$ cat src/sbgp_defs.svh
`ifndef SBGP_DEFS_SVH
`define SBGP_DEFS_SVH

// Port geometry and bus widths.
`define SBGP_NPINS        6
`define SBGP_DW           8
`define SBGP_AW           8

// Register addresses on the plain register port.
`define SBGP_ADDR_DATA    8'h05
`define SBGP_ADDR_DIR     8'h85
`define SBGP_ADDR_ACFG    8'h9F
`define SBGP_ADDR_SET     8'hC5
`define SBGP_ADDR_CLR     8'hC6
`define SBGP_ADDR_LATCH   8'hC7

// Reset values.
`define SBGP_DIR_RST      6'h3F
`define SBGP_LATCH_RST    6'h00
`define SBGP_ACFG_RST     8'h00
`define SBGP_PINS_ZERO    6'h00
`define SBGP_DATA_ZERO    8'h00

// Implemented bits of the analog pin configuration register.
`define SBGP_ACFG_MASK    8'h8F
`define SBGP_ACFG_JUST    7
`define SBGP_PCFG_HI      3
`define SBGP_PCFG_LO      1
`define SBGP_PCFG_DIGITAL 3'h3

// Pin roles: bit 4 is the open-drain timer clock pin, the rest are converter-shared.
`define SBGP_OD_BIT       4
`define SBGP_SHARED_MASK  6'h2F

`endif

$ cat src/sbgp_pkg.sv
`default_nettype none

`include "sbgp_defs.svh"

package sbgp_pkg;

  typedef logic [`SBGP_NPINS-1:0] sbgp_pins_t;
  typedef logic [`SBGP_DW-1:0]    sbgp_data_t;
  typedef logic [`SBGP_AW-1:0]    sbgp_addr_t;

  typedef enum logic [2:0] {
    SBGP_SEL_NONE  = 3'b000,
    SBGP_SEL_DATA  = 3'b001,
    SBGP_SEL_DIR   = 3'b010,
    SBGP_SEL_ACFG  = 3'b011,
    SBGP_SEL_SET   = 3'b100,
    SBGP_SEL_CLR   = 3'b101,
    SBGP_SEL_LATCH = 3'b110
  } sbgp_sel_t;

endpackage : sbgp_pkg

`default_nettype wire

$ cat src/sbgp_port.sv
`timescale 1ns/1ps
`default_nettype none

`include "sbgp_defs.svh"

module sbgp_port (
  input  wire logic               I_REF_CLK,
  input  wire logic               I_RST_N,
  input  wire sbgp_pkg::sbgp_addr_t I_ADDR,
  input  wire sbgp_pkg::sbgp_data_t I_WDATA,
  input  wire logic               I_WR,
  input  wire logic               I_RD,
  output var  sbgp_pkg::sbgp_data_t O_RDATA,
  input  wire sbgp_pkg::sbgp_pins_t I_FIRST_PORT_PINS,
  output var  sbgp_pkg::sbgp_pins_t O_FIRST_PORT_PINS,
  output var  sbgp_pkg::sbgp_pins_t O_FIRST_PORT_PINS_OE_N,
  input  wire sbgp_pkg::sbgp_pins_t I_PERIPH_EN,
  input  wire sbgp_pkg::sbgp_pins_t I_PERIPH_OUT,
  input  wire sbgp_pkg::sbgp_pins_t I_PERIPH_OE_N,
  output var  logic               O_TIMER_EXTERNAL_CLOCK_INPUT,
  output var  sbgp_pkg::sbgp_pins_t O_ANALOG_SEL,
  output var  logic               O_CONV_RIGHT_JUST
);

  import sbgp_pkg::*;

  // Architectural state.
  sbgp_pins_t first_port_data;
  sbgp_pins_t first_port_direction;
  sbgp_data_t analog_pin_config;

  // Derived and sampled state.
  sbgp_pins_t pin_sync;
  sbgp_pins_t analog_sel;
  sbgp_pins_t pin_view;
  sbgp_sel_t  sel;
  sbgp_pins_t next_first_port_data;
  sbgp_pins_t next_analog_sel;
  sbgp_data_t next_rdata;
  sbgp_pins_t drive_req;
  sbgp_pins_t drive_val;

  // Pins come from outside the clock domain and pass two flip-flops.
  sbgp_sync #(
    .WIDTH (`SBGP_NPINS)
  ) u_pin_sync (
    .i_clk   (I_REF_CLK),
    .i_rst_n (I_RST_N),
    .i_async (I_FIRST_PORT_PINS),
    .o_sync  (pin_sync)
  );

  // Address decode; anything unmapped selects nothing.
  always_comb begin
    unique case (I_ADDR)
      `SBGP_ADDR_DATA:  sel = SBGP_SEL_DATA;
      `SBGP_ADDR_DIR:   sel = SBGP_SEL_DIR;
      `SBGP_ADDR_ACFG:  sel = SBGP_SEL_ACFG;
      `SBGP_ADDR_SET:   sel = SBGP_SEL_SET;
      `SBGP_ADDR_CLR:   sel = SBGP_SEL_CLR;
      `SBGP_ADDR_LATCH: sel = SBGP_SEL_LATCH;
      default:          sel = SBGP_SEL_NONE;
    endcase
  end

  // The selected configuration code either frees every shared pin for
  // digital use or hands all of them to the converter. Bit 4 is never
  // converter-shared.
  always_comb begin
    if (analog_pin_config[`SBGP_PCFG_HI:`SBGP_PCFG_LO] == `SBGP_PCFG_DIGITAL) begin
      next_analog_sel = `SBGP_PINS_ZERO;
    end else begin
      next_analog_sel = `SBGP_SHARED_MASK;
    end
  end

  always_ff @(posedge I_REF_CLK) begin
    if (!I_RST_N) begin
      analog_sel <= `SBGP_SHARED_MASK;
    end else begin
      analog_sel <= next_analog_sel;
    end
  end

  // The digital view of the pins: converter-owned pins read as zero.
  assign pin_view = pin_sync & ~analog_sel;

  // Every latch write starts from the sampled pin state. A full data write
  // addresses all six bits, so the written value replaces all of them; the
  // set and clear aliases modify only the bits marked in the write data and
  // copy the rest from the pins, which is the hazard software must expect on
  // pins that another driver is pulling.
  always_comb begin
    next_first_port_data = first_port_data;
    if (I_WR) begin
      unique case (sel)
        SBGP_SEL_DATA: begin
          next_first_port_data = I_WDATA[`SBGP_NPINS-1:0];
        end
        SBGP_SEL_SET: begin
          next_first_port_data = pin_view | I_WDATA[`SBGP_NPINS-1:0];
        end
        SBGP_SEL_CLR: begin
          next_first_port_data = pin_view & ~I_WDATA[`SBGP_NPINS-1:0];
        end
        SBGP_SEL_NONE,
        SBGP_SEL_DIR,
        SBGP_SEL_ACFG,
        SBGP_SEL_LATCH: begin
          next_first_port_data = first_port_data;
        end
      endcase
    end
  end

  always_ff @(posedge I_REF_CLK) begin
    if (!I_RST_N) begin
      first_port_data <= `SBGP_LATCH_RST;
    end else begin
      first_port_data <= next_first_port_data;
    end
  end

  // Direction register; the upper two write bits are dropped.
  always_ff @(posedge I_REF_CLK) begin
    if (!I_RST_N) begin
      first_port_direction <= `SBGP_DIR_RST;
    end else if (I_WR && (sel == SBGP_SEL_DIR)) begin
      first_port_direction <= I_WDATA[`SBGP_NPINS-1:0];
    end
  end

  // Analog configuration; unimplemented bit positions never store.
  always_ff @(posedge I_REF_CLK) begin
    if (!I_RST_N) begin
      analog_pin_config <= `SBGP_ACFG_RST;
    end else if (I_WR && (sel == SBGP_SEL_ACFG)) begin
      analog_pin_config <= I_WDATA & `SBGP_ACFG_MASK;
    end
  end

  // Read mux; data appear in the cycle after the strobe and only there.
  always_comb begin
    next_rdata = `SBGP_DATA_ZERO;
    if (I_RD) begin
      unique case (sel)
        SBGP_SEL_DATA: begin
          next_rdata = {2'b00, pin_view};
        end
        SBGP_SEL_DIR: begin
          next_rdata = {2'b00, first_port_direction};
        end
        SBGP_SEL_ACFG: begin
          next_rdata = analog_pin_config;
        end
        SBGP_SEL_LATCH: begin
          next_rdata = {2'b00, first_port_data};
        end
        SBGP_SEL_NONE,
        SBGP_SEL_SET,
        SBGP_SEL_CLR: begin
          next_rdata = `SBGP_DATA_ZERO;
        end
      endcase
    end
  end

  always_ff @(posedge I_REF_CLK) begin
    if (!I_RST_N) begin
      O_RDATA <= `SBGP_DATA_ZERO;
    end else begin
      O_RDATA <= next_rdata;
    end
  end

  // Per-pin drive request. An enabled peripheral owns the pin outright;
  // otherwise the direction bit decides, even on a converter-owned pin, so
  // software must keep analog pins set as inputs to avoid loading them.
  always_comb begin
    for (int b = 0; b < `SBGP_NPINS; b++) begin
      if (I_PERIPH_EN[b]) begin
        drive_req[b] = ~I_PERIPH_OE_N[b];
        drive_val[b] = I_PERIPH_OUT[b];
      end else begin
        drive_req[b] = ~first_port_direction[b];
        drive_val[b] = first_port_data[b];
      end
    end
  end

  // Pin drivers, one flip-flop pair per pin.
  generate
    for (genvar g = 0; g < `SBGP_NPINS; g++) begin : g_pin
      if (g == `SBGP_OD_BIT) begin : g_open_drain
        // Only a low is driven; a one releases the pin to the pull-up.
        always_ff @(posedge I_REF_CLK) begin
          if (!I_RST_N) begin
            O_FIRST_PORT_PINS[g]      <= 1'b0;
            O_FIRST_PORT_PINS_OE_N[g] <= 1'b1;
          end else begin
            O_FIRST_PORT_PINS[g]      <= 1'b0;
            O_FIRST_PORT_PINS_OE_N[g] <= ~(drive_req[g] & ~drive_val[g]);
          end
        end
      end else begin : g_push_pull
        always_ff @(posedge I_REF_CLK) begin
          if (!I_RST_N) begin
            O_FIRST_PORT_PINS[g]      <= 1'b0;
            O_FIRST_PORT_PINS_OE_N[g] <= 1'b1;
          end else begin
            O_FIRST_PORT_PINS[g]      <= drive_val[g];
            O_FIRST_PORT_PINS_OE_N[g] <= ~drive_req[g];
          end
        end
      end
    end
  endgenerate

  // The bit 4 pin level also feeds the timer, whatever the port does with it.
  always_ff @(posedge I_REF_CLK) begin
    if (!I_RST_N) begin
      O_TIMER_EXTERNAL_CLOCK_INPUT <= 1'b0;
    end else begin
      O_TIMER_EXTERNAL_CLOCK_INPUT <= pin_sync[`SBGP_OD_BIT];
    end
  end

  // Converter-facing configuration.
  always_ff @(posedge I_REF_CLK) begin
    if (!I_RST_N) begin
      O_ANALOG_SEL      <= `SBGP_SHARED_MASK;
      O_CONV_RIGHT_JUST <= 1'b0;
    end else begin
      O_ANALOG_SEL      <= analog_sel;
      O_CONV_RIGHT_JUST <= analog_pin_config[`SBGP_ACFG_JUST];
    end
  end

endmodule : sbgp_port

`default_nettype wire

$ cat src/sbgp_sync.sv
`timescale 1ns/1ps
`default_nettype none

`include "sbgp_defs.svh"

// Two-stage synchroniser; only the second stage is visible outside.
module sbgp_sync #(
  parameter int WIDTH = `SBGP_NPINS
) (
  input  wire logic             i_clk,
  input  wire logic             i_rst_n,
  input  wire logic [WIDTH-1:0] i_async,
  output var  logic [WIDTH-1:0] o_sync
);

  logic [WIDTH-1:0] meta;

  always_ff @(posedge i_clk) begin
    if (!i_rst_n) begin
      meta   <= '0;
      o_sync <= '0;
    end else begin
      meta   <= i_async;
      o_sync <= meta;
    end
  end

endmodule : sbgp_sync

`default_nettype wire

$ cat config.mk
export PLATFORM = sky130hd
export DESIGN_NAME = sbgp_port
export DESIGN_NICKNAME = d
export VERILOG_FILES = /design/src/sbgp_pkg.sv /design/src/sbgp_port.sv /design/src/sbgp_sync.sv
export VERILOG_INCLUDE_DIRS = /design/src
export SDC_FILE = /design/constraint.sdc
export NUM_CORES = 1
export LEC_CHECK = 0
export BUFFER_PORTS_ARGS = -buffer_cell sky130_fd_sc_hd__buf_4
export CAP_MARGIN = 10
export CORE_MARGIN = 8
export CORE_UTILIZATION = 48
export CTS_BUF_LIST = sky130_fd_sc_hd__clkbuf_4
export CTS_CLUSTER_SIZE = 30
export DETAILED_ROUTE_END_ITERATION = 6
export PLACE_DENSITY_LB_ADDON = 0.3
export SETUP_SLACK_MARGIN = 0.15
export SLEW_MARGIN = 10
export SYNTH_ARGS = -nofsm -noshare
export SYNTH_HDL_FRONTEND = slang
export SYNTH_SLANG_ARGS = --single-unit
$ cat constraint.sdc
create_clock -name I_REF_CLK -period 2 [get_ports I_REF_CLK]
set_clock_uncertainty 0.2 [all_clocks]
set_input_delay 0.6 -clock I_REF_CLK [delete_from_list [all_inputs] [get_ports I_REF_CLK]]
set_output_delay 0.6 -clock I_REF_CLK [all_outputs]
set_load 0.05 [all_outputs]
==> metrics <==
initial antenna violation count 0; CTS Buf Count 5; drt drc 0; Die W 86.1 um; CP max stage cell dfxtp_2; Post-synth top cells dfxtp_1 (51), nand2_1 (22), mux2i_1 (21); Vias 1958; top_reg_cell synth dfxtp_1; Synth cell types 45; Yosys reg bits 51; adder-cell area share of the yosys netlist 0%; Placed Area 0.00303 mm2; FMAX roughly 0.57 GHz; Synth Cell Area 0.00236 mm2; main combinational cell family by area after synthesis simple AND/OR/NAND/NOR gates; Synth Instances approximately 220; Die Area 0.00741 mm2; max_cap viols 0; Worst setup EP type output port; min-delay worst type input pin to flop; Core Rows 25; largest net degree at the start of global routing 28; most area-hungry cell type in the Yosys netlist dfxtp_1; vias in the first global route 1929; initial drt markers 132; Pre-antenna DRT Iters 4; clock slew at reported path FFs 150 ps; post-synthesis xor/xnor area fraction 0%; crit path time final around 1800 ps; hold_buf cts 0; Synth area leaders dfxtp_1 (43%), mux2i_1 (8.9%), o221ai_2 (3.8%); Detailed Place HPWL 4.45 mm; port buffer count 67; Final ANT Viol Nets 0; critical-path cell list buf_4; post_cts resized 0; Top delay family on crit path flip-flops; first-pass GRT wire length 9.22 mm; Synth Area in Compound Gates 16.6%; metal2 WL 2.76 mm; syn avg cell area approximately 11 um2; root buffer cell clkbuf_4; DR top layer met4; layout filler cell count ~410; Pleak between 0.001 and 0.0015 uW; Buf/Inv on CP 1; CTS Sinks 51; Final Util 65.2%; die height between 80 and 90 um; routed vias/inst 5.29; Post-CTS Setup Repair Bufs 0; CP Class flop to output port; post-synthesis mux area share 9.87%; Async SR Flop Fraction 0%; outcome complete, no violations; Final period util 87.7%; Final Max Slew Viols 0; cell area after layout 0.00308 mm2; RSZ-0062 raised after global routing false; min setup slack post-route 246 ps; EDFF count, synth 0; CTS max path bufs 2; Ports 72; Net count, final 347; Req. time, crit path approximately 1200 ps; CTS tree built; worst vdd ir just under 0.4 mV; Worst EP arrival 950 ps; Post-Synth Simple-Gate Area 22.4%; met1 WL around 2.4 mm; worst slack at placement -114 ps; register area share after synthesis 43.3%; initial core utilization roughly 50%; most frequent cell after synthesis dfxtp_1; GPL Wtd Cong 0.866; detailed-route wire length per cell 15.2 um; Pwr per Cell Area around 580 mW/mm2; final setup fails 0; share of the synthesized area in the top cell type 43.3%; max incr delay on CP around 380 ps; Area Growth Syn to Fin 30.5%; nature of the critical path startpoint flop; met3 wire len 405 um; Inserted Diodes 0; share of cells above drive strength 1 40.9%; worst-path maximum fanout 5; yosys warns 0; Fin. Hold Viols 0; routed wire length approximately 5.6 mm; H-Tree Depth 2; Overflow after GRT 0; Total Routing Usage GR 15.7%; Core ar. 0.00472 mm2; Worst-Skew Late Latency 370 ps
## final cells by class
cell class / instances / area [um2] / area share, %
Clock inverter: 2 / 13.8 / 0.447
Inverter: 3 / 11.3 / 0.366
Timing Repair Buffer: 92 / 703 / 22.8
Tap cell: 67 / 83.8 / 2.72
Clock buffer: 5 / 37.5 / 1.22
Multi-Input combinational cell: 150 / 1210 / 39.2
Sequential cell: 51 / 1020 / 33.2
## power breakdown
group	total [uW]	internal, uW	switching, uW
clock network	445	131	314
logic	293	138	155
registers	1050	1040	8.70
total	1790	1310	477
## flip-flops by register name (all words and copies together), names as in the netlist
register	flops
O_RDATA	7
first_port_direction	6
O_ANALOG_SEL	1
u_pin_sync.o_sync	6
analog_sel	1
O_CONV_RIGHT_JUST	1
O_FIRST_PORT_PINS_OE_N	6
analog_pin_config	5
O_FIRST_PORT_PINS	5
O_TIMER_EXTERNAL_CLOCK_INPUT	1
u_pin_sync.meta	6
first_port_data	6
## per-layer routing
layer / track usage [%] / vias up
li1: - / 954
met1: 18.9 / 924
met2: 25.3 / 74
met3: 5.06 / 6
met4: 5.73 / 0
met5: 0 / -
## path summary, 6_finish.rpt
path | to | startpoint | cells past startpoint | slack, ps
max | O_ANALOG_SEL[5] | O_ANALOG_SEL[3] | 1 | 250
min | O_FIRST_PORT_PINS_OE_N[1] | I_PERIPH_OE_N[1] | 3 | 230
max reg2reg | first_port_data[2] | analog_sel[3] | 4 | 470
min reg2reg | u_pin_sync.o_sync[1] | u_pin_sync.meta[1] | 1 | 250
## cells in the final DEF, fill, tap and decap left out, types with 4 or more instances in the layout
cell type	synthesis	routed
mux2i_1	21	21
nor2b_1	13	12
dfxtp_1	51	50
a311o_1	6	6
nor3_1	7	7
nand3_1	8	8
clkbuf_4	0	5
o221ai_2	6	6
o2bb2ai_1	4	4
nand2_1	22	22
and2_1	14	14
buf_4	9	91
## through the flow
step / power, uW / TNS, ps / std cells / hold WS [ps]
6_report: 1790 / 0 / 370 / 227
3_3_place_gp: 1360 / -1020 / 363 / 213
4_1_cts: 1800 / 0 / 370 / 210
3_5_place_dp: 1360 / -1370 / 363 / 217
5_1_grt: 1870 / 0 / 370 / 185
2_1_floorplan: 1240 / 0 / 226 / 206
## logic make-up (layout without fill, tap and decap cells)
| group | Yosys count | after routing |
|---|---|---|
| flip-flops | 51 | 51 |
| AND/OR/NAND/NOR | 87 | 87 |
| multiplexers | 23 | 23 |
| buffers and inverters | 25 | 102 |
| AO/OA/AOI/OAI | 37 | 37 |
| other | 1 | 3 |
(Power assumes the default switching activity.)
